===== config.mk =====
export PLATFORM = sky130hd
export DESIGN_NAME = eswp_host
export DESIGN_NICKNAME = d
export VERILOG_FILES = /design/src/rtl/eswp_pkg.sv /design/src/rtl/eswp_host.sv
export VERILOG_INCLUDE_DIRS = /design/src /design/src/rtl
export SDC_FILE = /design/constraint.sdc
export NUM_CORES = 1
export LEC_CHECK = 0
export BUFFER_PORTS_ARGS = -buffer_cell sky130_fd_sc_hd__buf_2
export CORE_MARGIN = 10
export CORE_UTILIZATION = 40
export CTS_CLUSTER_DIAMETER = 30
export DETAILED_ROUTE_END_ITERATION = 12
export MAX_ROUTING_LAYER = met4
export PLACE_DENSITY_LB_ADDON = 0.3
export SYNTH_ARGS = -nofsm -noshare
export SYNTH_HDL_FRONTEND = slang
export SYNTH_SLANG_ARGS = --single-unit

===== constraint.sdc =====
create_clock -name core_clk_i -period 6.6 [get_ports core_clk_i]
set_input_delay 0.66 -clock core_clk_i [delete_from_list [all_inputs] [get_ports core_clk_i]]
set_output_delay 0.66 -clock core_clk_i [all_outputs]
set_load 0.01 [all_outputs]

===== src/rtl/eswp_defs.svh =====
// Constants for the protected-write EEPROM host controller
`ifndef ESWP_DEFS_SVH
`define ESWP_DEFS_SVH
`define ESWP_CLK_MHZ 200
`define ESWP_BYTE_LOAD_MAX_US 100
`define ESWP_BYTE_LOAD_CYC ((`ESWP_BYTE_LOAD_MAX_US * `ESWP_CLK_MHZ) * 9 / 10)
`define ESWP_WRITE_CYCLE_MS 10
`define ESWP_WRITE_CYCLE_CYC (`ESWP_WRITE_CYCLE_MS * 1000 * `ESWP_CLK_MHZ)
`define ESWP_STROBE_CYC 20
`define ESWP_PAGE_MAX 128
`define ESWP_UNLOCK_STEPS 3
`define ESWP_CLEAR_STEPS 6
`define ESWP_PAGE_LSB 7
`endif


===== src/rtl/eswp_pkg.sv =====
// Types for the protected-write EEPROM host controller
package eswp_pkg;
  typedef enum logic [1:0] {
    ESWP_CMD_PLAIN,
    ESWP_CMD_UNLOCK,
    ESWP_CMD_CLEAR
  } eswp_cmd_type;
  typedef enum logic [2:0] {
    ESWP_IDLE,
    ESWP_SEQ,
    ESWP_DATA_REQ,
    ESWP_STROBE,
    ESWP_GAP,
    ESWP_SETTLE
  } eswp_state_type;
endpackage


===== src/rtl/eswp_host.sv =====
// Host-side controller issuing unlock, data and clear write sequences to the EEPROM
`timescale 1ns/10ps
`include "eswp_defs.svh"

// Function
// - three fixed unlock writes precede data
// - six-write sequence clears protection
// - sequence steps never interrupted
// - chip select follows write strobe, strobes shared
// - page address fixed during load
// - next byte within byte load window
module eswp_host #(
  parameter int ADDR_W = 15,
  parameter int WRITE_CYCLE_CYC = `ESWP_WRITE_CYCLE_CYC,
  parameter logic [14:0] UNLOCK_A0 = 15'h0000,
  parameter logic [14:0] UNLOCK_A1 = 15'h0000,
  parameter logic [14:0] UNLOCK_A2 = 15'h0000,
  parameter logic [7:0] UNLOCK_D0 = 8'h00,
  parameter logic [7:0] UNLOCK_D1 = 8'h00,
  parameter logic [7:0] UNLOCK_D2 = 8'h00,
  parameter logic [14:0] CLEAR_A3 = 15'h0000,
  parameter logic [14:0] CLEAR_A4 = 15'h0000,
  parameter logic [14:0] CLEAR_A5 = 15'h0000,
  parameter logic [7:0] CLEAR_D3 = 8'h00,
  parameter logic [7:0] CLEAR_D4 = 8'h00,
  parameter logic [7:0] CLEAR_D5 = 8'h00
) (
  input wire logic core_clk_i,
  input wire logic rst_i,
  input wire logic start_i,
  input wire logic [1:0] cmd_i,
  input wire logic [ADDR_W-1:0] page_addr_i,
  input wire logic [7:0] len_m1_i,
  output logic busy_o,
  output logic data_req_o,
  input wire logic data_valid_i,
  input wire logic [7:0] data_i,
  output logic done_o,
  output logic len_err_o,
  output logic [ADDR_W-1:0] mem_addr_o,
  output logic [7:0] mem_dq_o,
  output logic mem_dq_oe_o,
  output logic mem_ce_n_o,
  output logic mem_we_n_o,
  output logic mem_oe_n_o
);
  localparam int STEP_CYC = `ESWP_STROBE_CYC;
  localparam int LOAD_CYC = `ESWP_BYTE_LOAD_CYC;
  localparam int CNT_W = 32;

  eswp_pkg::eswp_state_type state_q, state_d;
  eswp_pkg::eswp_cmd_type cmd_q;
  logic [2:0] step_q;
  logic [7:0] byte_q;
  logic [7:0] len_q;
  logic [CNT_W-1:0] cnt_q;
  logic [CNT_W-1:0] load_q;
  logic [ADDR_W-1:0] page_q;
  logic [ADDR_W-1:0] seq_addr;
  logic [7:0] seq_data;
  logic [2:0] seq_len;
  logic seq_last;
  logic page_last;
  logic cnt_done;
  logic load_late;
  logic [2:0] step_nx;
  logic strobe_q;
  logic strobe_d;

  // Fixed command steps; unlock uses three, clear uses six
  assign seq_len = (cmd_q == eswp_pkg::ESWP_CMD_CLEAR) ? 3'(`ESWP_CLEAR_STEPS) :
                   3'(`ESWP_UNLOCK_STEPS);
  // Step about to go out: zero on a fresh command, else the one after the current
  assign step_nx = (state_q == eswp_pkg::ESWP_IDLE) ? 3'h0 : step_q + 3'h1;
  assign seq_addr = (step_nx == 3'h0) ? UNLOCK_A0 : (step_nx == 3'h1) ? UNLOCK_A1 :
                    (step_nx == 3'h2) ? UNLOCK_A2 : (step_nx == 3'h3) ? CLEAR_A3 :
                    (step_nx == 3'h4) ? CLEAR_A4 : CLEAR_A5;
  assign seq_data = (step_nx == 3'h0) ? UNLOCK_D0 : (step_nx == 3'h1) ? UNLOCK_D1 :
                    (step_nx == 3'h2) ? UNLOCK_D2 : (step_nx == 3'h3) ? CLEAR_D3 :
                    (step_nx == 3'h4) ? CLEAR_D4 : CLEAR_D5;
  assign seq_last = (step_q == seq_len - 3'h1);
  assign page_last = (byte_q == len_q);
  assign cnt_done = (cnt_q == '0);
  // Guard against the device starting programming mid-page
  assign load_late = (load_q >= CNT_W'(LOAD_CYC));

  // Next-state logic; sequences run back to back with no foreign access
  always_comb begin
    state_d = state_q;
    case (state_q)
      eswp_pkg::ESWP_IDLE: begin
        if (start_i && cmd_i != 2'h3 && !(len_m1_i > 8'(`ESWP_PAGE_MAX - 1))) begin
          state_d = (cmd_i == 2'(eswp_pkg::ESWP_CMD_PLAIN)) ? eswp_pkg::ESWP_DATA_REQ :
                    eswp_pkg::ESWP_SEQ;
        end
      end
      eswp_pkg::ESWP_SEQ: begin
        if (cnt_done) begin
          state_d = eswp_pkg::ESWP_GAP;
        end
      end
      eswp_pkg::ESWP_DATA_REQ: begin
        if (load_late) begin
          state_d = eswp_pkg::ESWP_SETTLE;
        end else if (data_valid_i) begin
          state_d = eswp_pkg::ESWP_STROBE;
        end
      end
      eswp_pkg::ESWP_STROBE: begin
        if (cnt_done) begin
          state_d = eswp_pkg::ESWP_GAP;
        end
      end
      eswp_pkg::ESWP_GAP: begin
        if (cnt_done) begin
          if (step_q != 3'h7 && !seq_last) begin
            state_d = eswp_pkg::ESWP_SEQ;
          end else if (cmd_q == eswp_pkg::ESWP_CMD_CLEAR ||
                       (step_q == 3'h7 && page_last)) begin
            state_d = eswp_pkg::ESWP_SETTLE;
          end else begin
            state_d = eswp_pkg::ESWP_DATA_REQ;
          end
        end
      end
      eswp_pkg::ESWP_SETTLE: begin
        if (cnt_done) begin
          state_d = eswp_pkg::ESWP_IDLE;
        end
      end
      default: state_d = eswp_pkg::ESWP_IDLE;
    endcase
  end

  // Sequencing registers; step 7 marks the data phase
  always_ff @(posedge core_clk_i) begin
    if (rst_i) begin
      state_q <= eswp_pkg::ESWP_IDLE;
      cmd_q <= eswp_pkg::ESWP_CMD_PLAIN;
      step_q <= 3'h0;
      byte_q <= 8'h00;
      len_q <= 8'h00;
      page_q <= '0;
      cnt_q <= '0;
      load_q <= '0;
    end else begin
      state_q <= state_d;
      if (state_q == eswp_pkg::ESWP_IDLE && state_d != eswp_pkg::ESWP_IDLE) begin
        cmd_q <= eswp_pkg::eswp_cmd_type'(cmd_i);
        step_q <= (cmd_i == 2'(eswp_pkg::ESWP_CMD_PLAIN)) ? 3'h7 : 3'h0;
        byte_q <= 8'h00;
        len_q <= len_m1_i;
        page_q <= page_addr_i;
        cnt_q <= CNT_W'(STEP_CYC);
        load_q <= '0;
      end else begin
        if (state_q != eswp_pkg::ESWP_IDLE) begin
          load_q <= load_q + CNT_W'(1);
        end
        if (!cnt_done) begin
          cnt_q <= cnt_q - CNT_W'(1);
        end
        if (state_q == eswp_pkg::ESWP_GAP && cnt_done) begin
          cnt_q <= (state_d == eswp_pkg::ESWP_SETTLE) ? CNT_W'(WRITE_CYCLE_CYC) :
                   CNT_W'(STEP_CYC);
          if (step_q != 3'h7) begin
            step_q <= seq_last ? 3'h7 : step_q + 3'h1;
          end else begin
            byte_q <= byte_q + 8'h01;
          end
        end
        if (state_q == eswp_pkg::ESWP_DATA_REQ && data_valid_i && !load_late) begin
          cnt_q <= CNT_W'(STEP_CYC);
          load_q <= '0; // Window restarts as each data byte is taken, a cycle before its strobe falls
        end
        if (state_q == eswp_pkg::ESWP_DATA_REQ && load_late) begin
          cnt_q <= CNT_W'(WRITE_CYCLE_CYC);
        end
        if ((state_q == eswp_pkg::ESWP_SEQ || state_q == eswp_pkg::ESWP_STROBE) &&
            cnt_done) begin
          cnt_q <= CNT_W'(STEP_CYC);
        end
      end
    end
  end

  // Strobes follow the registered state, so address leads the falling edge by a cycle
  assign strobe_q = (state_q == eswp_pkg::ESWP_SEQ || state_q == eswp_pkg::ESWP_STROBE);
  assign strobe_d = (state_d == eswp_pkg::ESWP_SEQ || state_d == eswp_pkg::ESWP_STROBE);

  // Pin drivers; chip select only during a write, so the part stays idle otherwise
  always_ff @(posedge core_clk_i) begin
    if (rst_i) begin
      mem_ce_n_o <= 1'b1;
      mem_we_n_o <= 1'b1;
      mem_oe_n_o <= 1'b1;
      mem_dq_oe_o <= 1'b0;
      mem_addr_o <= '0;
      mem_dq_o <= 8'h00;
    end else begin
      mem_oe_n_o <= 1'b1;
      mem_ce_n_o <= !strobe_q;
      mem_we_n_o <= !strobe_q;
      // Data held one cycle past the rising strobe, where the part latches it
      mem_dq_oe_o <= strobe_d || strobe_q || !mem_we_n_o;
      if (state_d == eswp_pkg::ESWP_SEQ && state_q != eswp_pkg::ESWP_SEQ) begin
        mem_addr_o <= seq_addr;
        mem_dq_o <= seq_data;
      end
      if (state_d == eswp_pkg::ESWP_STROBE && state_q == eswp_pkg::ESWP_DATA_REQ) begin
        mem_addr_o <= {page_q[ADDR_W-1:`ESWP_PAGE_LSB], byte_q[`ESWP_PAGE_LSB-1:0]};
        mem_dq_o <= data_i;
      end
    end
  end

  // Status outputs; relock and persistence live in the device
  always_ff @(posedge core_clk_i) begin
    if (rst_i) begin
      busy_o <= 1'b0;
      data_req_o <= 1'b0;
      done_o <= 1'b0;
      len_err_o <= 1'b0;
    end else begin
      busy_o <= (state_d != eswp_pkg::ESWP_IDLE);
      data_req_o <= (state_d == eswp_pkg::ESWP_DATA_REQ);
      done_o <= (state_q == eswp_pkg::ESWP_SETTLE && cnt_done);
      len_err_o <= (state_q == eswp_pkg::ESWP_IDLE && start_i &&
                    (cmd_i == 2'h3 || len_m1_i > 8'(`ESWP_PAGE_MAX - 1)));
    end
  end
endmodule // eswp_host


After elaboration in Yosys (flattened, before gate mapping)
Cells that the tools add are included.

Word-level logic and storage cells: 114. Output and inout port bits: 31. Register bits: 132.

Add/subtract/negate cells: 5. Mux-type cells: 27. Reduce and logical (&&, ||, !) cells: 41. Bitwise gates (word level): 1. Eq/ne operators: 20. Order comparisons: 2.

Operators with widths (count): 2-to-1 mux 32 bit (2); 2-to-1 mux 21 bit (3); 2-to-1 mux 3 bit (14); adder 32 x 1 -> 32 bit (second input constant) (1); >= comparator 32 x 15 -> 1 bit (second input constant) (1); zero test 32 bit (1); subtractor 32 x 1 -> 32 bit (second input constant) (1); 2-to-1 mux 15 bit (2); 2-to-1 mux 8 bit (2); logical AND 1 bit (15); case mux 3 bit (5 select lines) (1); == test 3 x 2 -> 1 bit (second input constant) (4); == test 3 bit (second input constant) (4); 2-to-1 mux 5 bit (2); adder 8 x 1 -> 8 bit (second input constant) (1); == test 8 bit (1); > comparator 8 x 7 -> 1 bit (second input constant) (1); == test 3 x 1 -> 1 bit (second input constant) (2); logical OR 1 bit (6); inequality test 6 x 1 -> 1 bit (second input constant) (1); nonzero test 2 bit (3); nonzero test 3 bit (2); OR reduction 3 bit (2); zero test 1 bit (5); other kinds (16) (19).

Logic depth before layout (Yosys ltp)
Gate-level depths: netlist of run 1.

Depth in word-level cells: 16. Gate-level depth with buffers: 13.

Least setup slack after synthesis of run 1
No wires, ideal clock.

Kind: reg-to-reg. From: reg cnt_q[15]. To: reg load_q[11]. Arrival: 2.843 ns. Setup slack: 3.642 ns. Path buffers: 3. Cell stages (with the launch flop): 11. Cells stage by stage: dfxtp_1 > or4_4 > or4_4 > nand4bb_1 > buf_2 > o311a_4 > o2111a_2 > buf_6 > o211ai_4 > buf_6 > nor2_1.

Cells in the longest elaborated chain, start to end: 6. Elaborated cells on any way between the ends: 8. Classes of those cells: mux (4); reduce/logical (4).

Ends and longest elaborated chain: from (decl) (RTL line eswp_host.sv:56) `logic [CNT_W-1:0] cnt_q;`; from (signal assigned) (RTL line eswp_host.sv:154) `cnt_q <= CNT_W'(STEP_CYC);`; from (signal assigned) (RTL line eswp_host.sv:161) `cnt_q <= cnt_q - CNT_W'(1);`; from (signal assigned) (RTL line eswp_host.sv:164) `cnt_q <= (state_d == eswp_pkg::ESWP_SETTLE) ? CNT_W'(WRITE_CYCLE_CYC) :`; zero test 32 bit (*) (RTL line eswp_host.sv:83) `assign cnt_done = (cnt_q == '0);`; 2-to-1 mux 3 bit (on tied branches); case mux 3 bit (5 select lines) (*) (RTL line eswp_host.sv:90) `case (state_q)`; nonzero test 3 bit (*) (RTL line eswp_host.sv:148) `if (state_q == eswp_pkg::ESWP_IDLE && state_d != eswp_pkg::ESWP_IDLE) begin`; logical AND 1 bit (*) (RTL line eswp_host.sv:148); OR reduction 3 bit (no source line) (*); to (signal assigned) (RTL line eswp_host.sv:158) `load_q <= load_q + CNT_W'(1);`; to (decl) (RTL line eswp_host.sv:57) `logic [CNT_W-1:0] load_q;`.

Every way passes the cells marked *; elsewhere a longest branch is shown, timed or not. A chain may end at the register's enable or synchronous reset.

Worst setup path in the final report of run 1
From: reg cnt_q[4]. To: reg cnt_q[31].

Cells in the longest elaborated chain, start to end: 6. Elaborated cells on any way between the ends: 14. Classes of those cells: add/sub (1); eq/ne (1); mux (6); reduce/logical (6).

Ends and longest elaborated chain: parallel branches: the longest is 6 deep, another holds subtractor 32 x 1 -> 32 bit.

Parallel ways; which one is timed is not known. The select of a mux whose other input is x is not followed.

==> impl_metrics.json, run 1 <==
{
  "status": "finished, final reports clean",
  "drc_errors": 0,
  "p_per_area_nw_per_um2": 456.3,
  "clock_sinks": 125,
  "dp_slack_ns": 2.036,
  "hold_viol": 0,
  "rsz0062_at_grt": "false",
  "io_pins": 68,
  "final_layout_size_suffix_gt1_share_pct": 16.33,
  "synth_warnings": 0,
  "clk_latency_ns": 0.42,
  "fin_crit_sh_pct": 69.15,
  "die-area_sq_um": 19520,
  "start_util_pct": 40.98,
  "ant_nets": 0,
  "fillers": 1356,
  "min_path_cells": 2,
  "required_ns": 6.90,
  "r2r-start": "cnt_q[4]$_SDFFE_PP0P_",
  "crit_fanout": 42,
  "io_buffer_count": 59,
  "start_kind": "flop",
  "setup_violations": 0,
  "min_from": "data_i[7]",
  "maxCapViolCount": 0,
  "cts_resized": 0,
  "synthToLayoutAreaGrowth_pct": 16.85,
  "seq_area_frac_synth_pct": 43.65,
  "async_flop_share_pct": 0,
  "wl_per_cell_um": 15.46,
  "synth_area_leaders": "dfxtp_1 (44%), xnor2_1 (5.5%), xor2_1 (5.5%)",
  "fin_tns_setup_ns": 0,
  "tightestPinTransition_ns": 1.170,
  "drt_iter0_markers": 244,
  "cts.clk_slew.worst_paths_ns": 0.06,
  "fin_nets": 728,
  "r2r_cells": 8,
  "synth_edf_count": 0,
  "irDropWorstVdd_uv": 253.4,
  "routed_via_density": 5.426,
  "clockBufferDepth": 2,
  "grt_usage_pct": 14.18,
  "die_h_um": 139.7,
  "dp_hpwl_um": 9390,
  "netlist_area_sq_um": 5733,
  "rows": 43,
  "numCtsBuffers": 17,
  "fmax_mhz": 219.1,
  "finalCriticalPeriod_ns": 4.564,
  "synth_top_area_share_pct": 43.65,
  "grt_overflow": 0,
  "ys_types": 60,
  "hold_path_end": "mem_dq_o[7]$_SDFFE_PP0P_",
  "yosys.area.top_type": "dfxtp_1",
  "h-tree-depth": 4,
  "cts_tree": "done",
  "root_buffer": "clkbuf_16",
  "slew_violations": 0,
  "fin_skew_ns": 0.007367,
  "slew_headroom_pct": 21.68,
  "netlist_instances": 642,
  "r2r_end": "cnt_q[31]$_SDFFE_PP0P_",
  "die_w_um": 139.7,
  "grt_pass1_wl_um": 22600,
  "grt_pass1_vias": 4674,
  "cts_setup_buffers": 0,
  "min_path_type": "in2reg",
  "ys.flop_type": "dfxtp_1",
  "criticalPathCategory": "reg2reg",
  "ctsHoldBuffers": 0,
  "reg2reg_slack_ns": 2.04,
  "avgSynthCellArea_sq_um": 8.930,
  "antennaDiodeCount": 0,
  "synth_nets": 685,
  "synth-seq-cells": 125,
  "placed_cell_area_sq_um": 6082,
  "antenna_found_initial": 0,
  "gp_congestion": 0.8415,
  "fin_ws_ns": 2.036,
  "firstDrtPassIters": 4,
  "coreArea_sq_um": 13990,
  "grt_max_degree": 43,
  "arrival_ns": 4.87,
  "totalPowerFinal_mw": 3.057,
  "p_leak_nw": 2.534,
  "fin_area_sq_um": 6699,
  "num_vias": 4764,
  "wl_um": 13580,
  "end_kind": "flop"
}
synthesized netlist by cell type, drive strengths merged (2+ instances only):
library cell / number
nand3b: 2
a211oi: 2
o31a: 4
a21oi: 26
mux2i: 2
and3: 5
nor3: 43
a22o: 23
nor2b: 3
o211ai: 22
xor2: 36
clkbuf: 23
ha: 6
or2: 4
inv: 8
dfxtp: 125
xnor2: 36
o21a: 4
nand2: 43
and4: 3
nor4: 13
o31ai: 2
buf: 16
o21ai: 26
nand4: 10
nand3: 22
a32oi: 2
or4: 8
o311a: 4
nor4bb: 2
nor2: 75
or3: 7
nand2b: 6
a31oi: 8
nor4b: 2
nor3b: 3
and2: 3
kinds of logic after synthesis:
family                     after synthesis  synth area share (%)
buffers and inverters                   47                 4.256
and+or+nand+nor                        259                 23.26
other                                    1               0.06541
adders and majority gates                6                 1.309
DFF                                    125                 43.65
xor gates and xnor gates                72                 11.00
AOI/OAI and AO/OA                      130                 16.11
muxes                                    2                0.3492
how the worst max path moves through the flow:
| stage | from | to | slack (ns) | cells past startpoint |
|---|---|---|---|---|
| 2_1_floorplan | cnt_q[15]$_SDFFE_PP0P_ | load_q[11]$_SDFFE_PP0N_ | 3.64 | 10 |
| 3_3_place_gp | cnt_q[4]$_SDFFE_PP0P_ | cnt_q[29]$_SDFFE_PP0P_ | 2.12 | 8 |
| 3_5_place_dp | cnt_q[4]$_SDFFE_PP0P_ | cnt_q[29]$_SDFFE_PP0P_ | 2.04 | 8 |
| 4_1_cts | cnt_q[4]$_SDFFE_PP0P_ | cnt_q[29]$_SDFFE_PP0P_ | 2.01 | 8 |
| 5_1_grt | cnt_q[4]$_SDFFE_PP0P_ | cnt_q[21]$_SDFFE_PP0P_ | 1.74 | 8 |
| 6_report | cnt_q[4]$_SDFFE_PP0P_ | cnt_q[31]$_SDFFE_PP0P_ | 2.04 | 8 |
power breakdown:
| part | total, mW | internal [mW] | leakage [nW] | switching (mW) |
|---|---|---|---|---|
| Clock | 0.966 | 0.614 | 0.288 | 0.352 |
| Sequential | 0.994 | 0.882 | 1.01 | 0.113 |
| Combinational | 1.10 | 0.443 | 1.23 | 0.654 |
| Total | 3.06 | 1.94 | 2.53 | 1.12 |
through the flow:
stage	utilization [%]	hold slack, ns	cells
global route	47.89	0.4379	878
finish	47.89	0.4438	878
floorplan	-	0.4210	642
CTS	47.89	0.4232	878
global placement	43.48	0.4361	846
detailed placement	43.48	0.4485	846
per-layer routing:
layer  track usage (%)  up-vias  share of wire [%]
li1                  -     2376                  -
met1             16.12     2281                 45
met2             22.96       84                 49
met5                 -        -                  0
met4             6.576        0                2.0
met3             3.573       23                4.0
cell type report:
class                           count  area [sq um]  area share (%)
Multi-Input combinational cell    470          2999           44.77
Sequential cell                   125          2502           37.36
Clock buffer                       19         452.9           6.761
Timing Repair Buffer               63         325.3           4.856
Tap cell                          180         225.2           3.362
Clock inverter                     13         163.9           2.447
Inverter                            8         30.03          0.4483
critical path, stage by stage (launching register included):
cell and delay [ns]:
dfxtp_1 0.35, or4_1 0.62, nor4_2 0.58, nand4bb_1 0.59, o311a_4 0.58, o2111a_2 0.32, o21ai_4 0.95, buf_4 0.37
nor3_1 0.08
placed cells by master (no fill, tap or decap), types with 22 or more instances in the layout:
cell type,synthesis,layout
nor2_1,75,75
xor2_1,36,36
dfxtp_1,125,125
o21ai_0,22,22
xnor2_1,36,36
buf_2,3,59
nor3_1,39,38
nand2_1,43,43
a21oi_1,26,26
nand3_1,22,22
a22o_1,23,23
state kept, by name (all words and copies together), names as in the netlist, 2 cells and up:
signal / count
step_q: 3
load_q: 32
len_q: 8
state_q: 3
byte_q: 8
mem_dq_o: 8
cnt_q: 32
page_q: 8
mem_addr_o: 15
cmd_q: 2
Power figures use the tool's default switching activity.
==> run 2, diff against run 1 <==
- ABC_AREA: not set -> 1
- clock period: 6.6 -> 4.7 ns (I/O delays scaled with it)
==> run 2 against run 1 <==
  * Maximum frequency up 54%
  * Routed wire length grew 3.7%
  * Sequential cell count unchanged
  * Cell area increased by 6.1%
  * Clock-buffer cell count is 1 higher
==> impl_metrics.json, run 2 <==
{
  "io_buffer_count": 59,
  "antennaDiodeCount": 0,
  "drt_iter0_markers": 313,
  "firstDrtPassIters": 4,
  "coreArea_sq_um": 15090,
  "fin_crit_sh_pct": 63.00,
  "status": "finished, final reports clean",
  "top_regs": "cnt_q (32), load_q (32), mem_addr_o (15)",
  "wl_per_cell_um": 12.84,
  "start_util_pct": 40.66,
  "clockBufferDepth": 2,
  "cts.clk_slew.worst_paths_ns": 0.06,
  "gp_congestion": 0.8505,
  "r2r-start": "cnt_q[0]$_SDFFE_PP0P_",
  "grt_pass1_wl_um": 23760,
  "p_switching_mw": 1.820,
  "seq_area_frac_synth_pct": 40.78,
  "yosys.area.top_type": "dfxtp_1",
  "antenna_found_initial": 0,
  "synth_warnings": 0,
  "fillers": 1551,
  "synth_nets": 882,
  "cts_tree": "done",
  "worstPathCellList": "inv_1 -> ha_1 -> nand2_2 -> nor2_2 -> nand4_2 -> nor2_2 -> nand2_1 -> nand3_2 -> nand2_2 -> inv_2 -> nand2_1 -> a21oi_1",
  "hold_path_end": "mem_dq_o[6]$_SDFFE_PP0P_",
  "path_buf_inv": 2,
  "end_kind": "flop",
  "slew_headroom_pct": 56.81,
  "final_cell_mix": "nand2_1 (161), nor2_1 (134), dfxtp_1 (125)",
  "criticalPathCategory": "reg2reg",
  "fin_skew_ns": 0.006310,
  "num_vias": 5423,
  "routed_via_density": 4.943,
  "min_from": "data_i[6]",
  "io_pins": 68,
  "hold_viol": 0,
  "p_clk_share_pct": 28.1,
  "multiInputGateArea_sq_um": 3213,
  "synth_edf_count": 0,
  "ctsHoldBuffers": 0,
  "tightestPinTransition_ns": 0.6464,
  "drc_errors": 0,
  "fmax_mhz": 337.7,
  "dpl.cell_count": 1065,
  "switching_share_pct": 41.23,
  "min_path_type": "in2reg",
  "p_seq_share_pct": 31.1,
  "fin_cells": 1097,
  "synth-seq-cells": 125,
  "avgSynthCellArea_sq_um": 7.313,
  "synthTopCellsByCount": "nand2_1 (161), nor2_1 (134), dfxtp_1 (125)",
  "clk_latency_ns": 0.41,
  "synth_area_leaders": "dfxtp_1 (41%), nand2_1 (9.8%), nor2_1 (8.2%)",
  "pwr-share-comb_pct": 40.7,
  "cts_setup_buffers": 0,
  "die_h_um": 143.9,
  "max_stage_delay_ns": 0.43,
  "min_path_cells": 3,
  "wl_um": 14080,
  "required_ns": 5.03,
  "crit_fanout": 24,
  "netlist_instances": 839,
  "cts_resized": 0,
  "maxCapViolCount": 0,
  "final_layout_size_suffix_gt1_share_pct": 16.17,
  "dp_hpwl_um": 10070,
  "setup_violations": 0,
  "slew_violations": 0,
  "reg2reg_slack_ns": 1.74,
  "r2r_cells": 12,
  "drt-met1-wl_um": 6760,
  "final_common_cell": "nand2_1",
  "root_buffer": "clkbuf_16",
  "path_delay_family": "simple AND/OR/NAND/NOR gates",
  "totalPowerFinal_mw": 4.415,
  "clock_sinks": 125,
  "die-area_sq_um": 20690,
  "rsz0062_at_grt": "false",
  "grt_usage_pct": 14.38,
  "netlist_area_sq_um": 6136,
  "start_kind": "flop",
  "synth_top_area_share_pct": 40.78,
  "synthToLayoutAreaGrowth_pct": 15.78,
  "met2_length_um": 6356,
  "ys.flop_type": "dfxtp_1",
  "numCtsBuffers": 17,
  "p_per_area_nw_per_um2": 621.5,
  "wl_met3_um": 770,
  "top_layer": "met4",
  "synth_most_common_cell": "nand2_1",
  "layout.area.seq_sq_um": 2502,
  "finalCriticalPeriod_ns": 2.961,
  "fin_tns_setup_ns": 0,
  "h-tree-depth": 4,
  "grt_pass1_vias": 5104,
  "grt_overflow": 0,
  "arrival_ns": 3.29,
  "crit_slowest_cell": "inv_2",
  "p_leak_nw": 2.923,
  "fin_nets": 939,
  "rows": 45,
  "grt_max_degree": 37,
  "ys_types": 43,
  "r2r_end": "mem_addr_o[14]$_SDFFE_PP0P_",
  "irDropWorstVdd_uv": 290.0,
  "die_w_um": 143.9,
  "p_int_mw": 2.595,
  "ant_nets": 0,
  "async_flop_share_pct": 0
}
-- run 2: power groups by stage --
stage               registers [mW]  clock network (mW)  logic (mW)
floorplan                     1.37                   0        1.56
global placement              1.39                   0        1.80
detailed placement            1.39                   0        1.81
CTS                           1.37                1.27        1.83
global route                  1.40                1.32        2.06
finish                        1.38                1.24        1.80
-- run 2: layout make-up --
cell class,count,area share [%]
Clock buffer,20,6.428
Clock inverter,12,1.638
Inverter,74,3.910
Multi-Input combinational cell,618,45.23
Sequential cell,125,35.22
Tap cell,188,3.311
Timing Repair Buffer,60,4.262
-- run 2: per-stage QoR --
| stage | instance area, sq um | setup WS [ns] | hold slack, ns | util, % |
|---|---|---|---|---|
| after floorplan | 6136 | 2.611 | 0.4313 | - |
| after global placement | 6531 | 1.732 | 0.4414 | 43.28 |
| after detailed placement | 6531 | 1.705 | 0.4454 | 43.28 |
| after CTS | 7104 | 1.687 | 0.2925 | 47.08 |
| after global routing | 7104 | 1.410 | 0.2956 | 47.08 |
| final | 7104 | 1.739 | 0.3044 | 47.08 |
-- run 2: worst reg2reg max path, delay by kind of cell (launching register included) --
kind	cells	cell delay [ns]
and+or+nand+nor	8	1.64
buffers and inverters	2	0.52
DFF	1	0.31
adders and majority gates	1	0.23
AOI/OAI and AO/OA	1	0.19
-- run 2: worst max path at each step --
stage	end	start	slack [ns]	cells after the start
after floorplan	len_q[5]$_SDFFE_PP0P_	cnt_q[0]$_SDFFE_PP0P_	2.61	14
after global placement	cnt_q[3]$_SDFFE_PP0P_	cnt_q[0]$_SDFFE_PP0P_	1.73	12
after CTS	cnt_q[1]$_SDFFE_PP0P_	cnt_q[0]$_SDFFE_PP0P_	1.69	12
final	mem_addr_o[14]$_SDFFE_PP0P_	cnt_q[0]$_SDFFE_PP0P_	1.74	12
after global routing	cnt_q[3]$_SDFFE_PP0P_	cnt_q[0]$_SDFFE_PP0P_	1.41	12
after detailed placement	cnt_q[1]$_SDFFE_PP0P_	cnt_q[0]$_SDFFE_PP0P_	1.70	12
-- run 2: cell families (layout without fill, tap and decap cells) --
kind of cell / after synthesis / count (layout) / share of synthesized area [%]
AND/OR/NAND/NOR: 464 / 464 / 35.50
flip-flops: 125 / 125 / 40.78
AO/OA/AOI/OAI: 96 / 96 / 8.259
buffers and inverters: 96 / 166 / 6.852
XOR/XNOR: 50 / 50 / 7.137
adder cells (fa/ha/maj): 6 / 6 / 1.223
other: 1 / 1 / 0.06112
multiplexers: 1 / 1 / 0.1835
-- run 2: routing by layer --
metal | global-route usage, % | vias up
li1 | - | 2854
met1 | 17.00 | 2475
met2 | 23.01 | 81
met3 | 3.927 | 13
met4 | 5.159 | 0
met5 | - | -
==> run 3, diff against run 2 <==
- clock period: 4.7 -> 2.66 ns (I/O delays scaled with it)
==> run 3 against run 2 <==
  * Routed wire length grew 0.77%
  * Sequential share of layout area shrank 0.97 points
  * Sequential power grew 76%
  * Non-clock buffer count grew 19
  * Largest cell class unchanged
  * Worst hold slack lost 0.21 ns
  * Global-route usage grew 0.21 points
  * First-iteration DRC count shrank 27%
  * Via count grew 0.65%
  * Critical path depth grew 4
==> impl_metrics.json, run 3 (same netlist as run 2, synthesis figures left out) <==
{
  "gp_congestion": 0.8738,
  "clk_latency_ns": 0.42,
  "ctsHoldBuffers": 0,
  "final_cell_mix": "nand2_1 (161), nor2_1 (134), dfxtp_1 (125)",
  "status": "finished, final reports clean",
  "dp_hpwl_um": 10380,
  "die_w_um": 143.9,
  "numCtsBuffers": 17,
  "fin_tns_setup_ns": 0,
  "h-tree-depth": 4,
  "end_kind": "flop",
  "drt_iter0_markers": 230,
  "grt_pass1_vias": 5216,
  "setup_violations": 0,
  "grt_overflow": 0,
  "slew_violations": 0,
  "hold_viol": 0,
  "start_util_pct": 40.66,
  "final_layout_size_suffix_gt1_share_pct": 17.60,
  "p_switching_mw": 3.270,
  "start_kind": "flop",
  "root_buffer": "clkbuf_16",
  "crit_fanout": 22,
  "die_h_um": 143.9,
  "io_buffer_count": 59,
  "irDropWorstVdd_uv": 638.9,
  "cts.clk_slew.worst_paths_ns": 0.06,
  "io_pins": 68,
  "grt_usage_pct": 14.59,
  "totalPowerFinal_mw": 8.318,
  "drc_errors": 0,
  "fin_nets": 958,
  "grt_pass1_wl_um": 23850,
  "num_vias": 5458,
  "wl_um": 14190,
  "p_clk_share_pct": 27.4,
  "path_common_cell": "nor2_2",
  "utilization_pct": 48.42,
  "coreArea_sq_um": 15090,
  "crit_slowest_cell": "dfxtp_1",
  "max_stage_delay_ns": 0.30,
  "hold_ws_ns": 0.09048,
  "slew_headroom_pct": 64.01,
  "fin_skew_ns": 0.01007,
  "firstDrtPassIters": 4,
  "p_int_mw": 5.049,
  "antenna_found_initial": 0,
  "die-area_sq_um": 20690,
  "dpl.cell_count": 1082,
  "fmax_mhz": 407.8,
  "top_regs": "cnt_q (32), load_q (32), mem_addr_o (15)",
  "p_leak_nw": 3.050,
  "rows": 45,
  "synthToLayoutAreaGrowth_pct": 19.07,
  "fin_cells": 1114,
  "clockBufferDepth": 2,
  "antennaDiodeCount": 0,
  "cts_tree": "done",
  "pwr-share-comb_pct": 43.3,
  "p_seq_share_pct": 29.2,
  "required_ns": 3.02,
  "wl_per_cell_um": 12.74,
  "worstPathCellList": "inv_1 -> ha_1 -> nand2_2 -> nor2_2 -> nand4_4 -> buf_4 -> nor2_2 -> nand2_1 -> nand2_1 -> nor2_2 -> nand3_4 -> nand2_8 -> buf_12 -> inv_2 -> nor2_1 -> nor2_1",
  "tightestPinTransition_ns": 0.5349,
  "finalCriticalPeriod_ns": 2.452,
  "switching_share_pct": 39.31,
  "ant_nets": 0,
  "final_common_cell": "nand2_1",
  "r2r_cells": 16,
  "routed_via_density": 4.899,
  "p_per_area_nw_per_um2": 1139,
  "maxCapViolCount": 0,
  "arrival_ns": 2.81,
  "min_path_cells": 3,
  "criticalPathCategory": "reg2reg",
  "clock_sinks": 125,
  "min_path_type": "in2reg",
  "grt_max_degree": 32,
  "fin_crit_sh_pct": 92.18
}
## run 3: cell count changes in the layout (fill, tap and decap cells not counted), sizes merged
cell and delta:
buf +19, clkinv -2, clkinvlp -5, bufinv +1, clkbuf +4
## run 3: final cells by class
cell class,count,area [sq um]
clock buffers,24,501.7
clock inverters,6,83.83
fillers,1541,7784
inverters,74,277.8
multi-input cells,618,3222
flip-flops and latches,125,2502
well taps,188,235.2
repair buffers,79,483.0
## run 3: through the flow
step | setup slack (ns) | cell area [sq um]
after floorplan | 0.5708 | 6136
after global placement | 0.1596 | 6696
after detailed placement | 0.1351 | 6696
after CTS | 0.1139 | 7282
after global routing | -0.01922 | 7306
final | 0.2080 | 7306
## run 3: final timing paths
path / start / to / slack [ns]
max reg2reg: cnt_q[0]$_SDFFE_PP0P_ / len_q[3]$_SDFFE_PP0P_ / 0.21
max: cnt_q[0]$_SDFFE_PP0P_ / len_q[3]$_SDFFE_PP0P_ / 0.21
min reg2reg: cmd_q[0]$_SDFFE_PP0P_ / cmd_q[0]$_SDFFE_PP0P_ / 0.45
min: page_addr_i[7] / page_q[7]$_SDFFE_PP0P_ / 0.09
## run 3: routing by layer
| layer | GRT usage (%) | vias to the layer above | wire length [um] |
|---|---|---|---|
| met1 | 17.20 | 2463 | 6941 |
| met2 | 22.72 | 76 | 6388 |
| li1 | - | 2897 | - |
| met5 | - | - | 0 |
| met4 | 6.824 | 0 | 284 |
| met3 | 3.927 | 22 | 576 |
## run 3: timing repair
action | 4_1_cts | 5_1_grt
gates resized for setup | 0 | 1
setup endpoints to repair | 0 | 34
buffers inserted | 0 | 2
## run 3: power by group through the flow
stage                     registers (mW)  logic, mW  clock network [mW]
after global placement              2.46       3.53                   0
final                               2.43       3.61                2.28
after global routing                2.47       4.09                2.41
after detailed placement            2.46       3.56                   0
after CTS                           2.43       3.58                2.34
after floorplan                     2.43       2.76                   0
## run 3: critical path, delay by kind of cell (launching register included)
kind	cells	cell delay, ns
buf+inv	4	0.61
flops	1	0.30
fa+ha+maj	1	0.23
simple gates	11	1.25
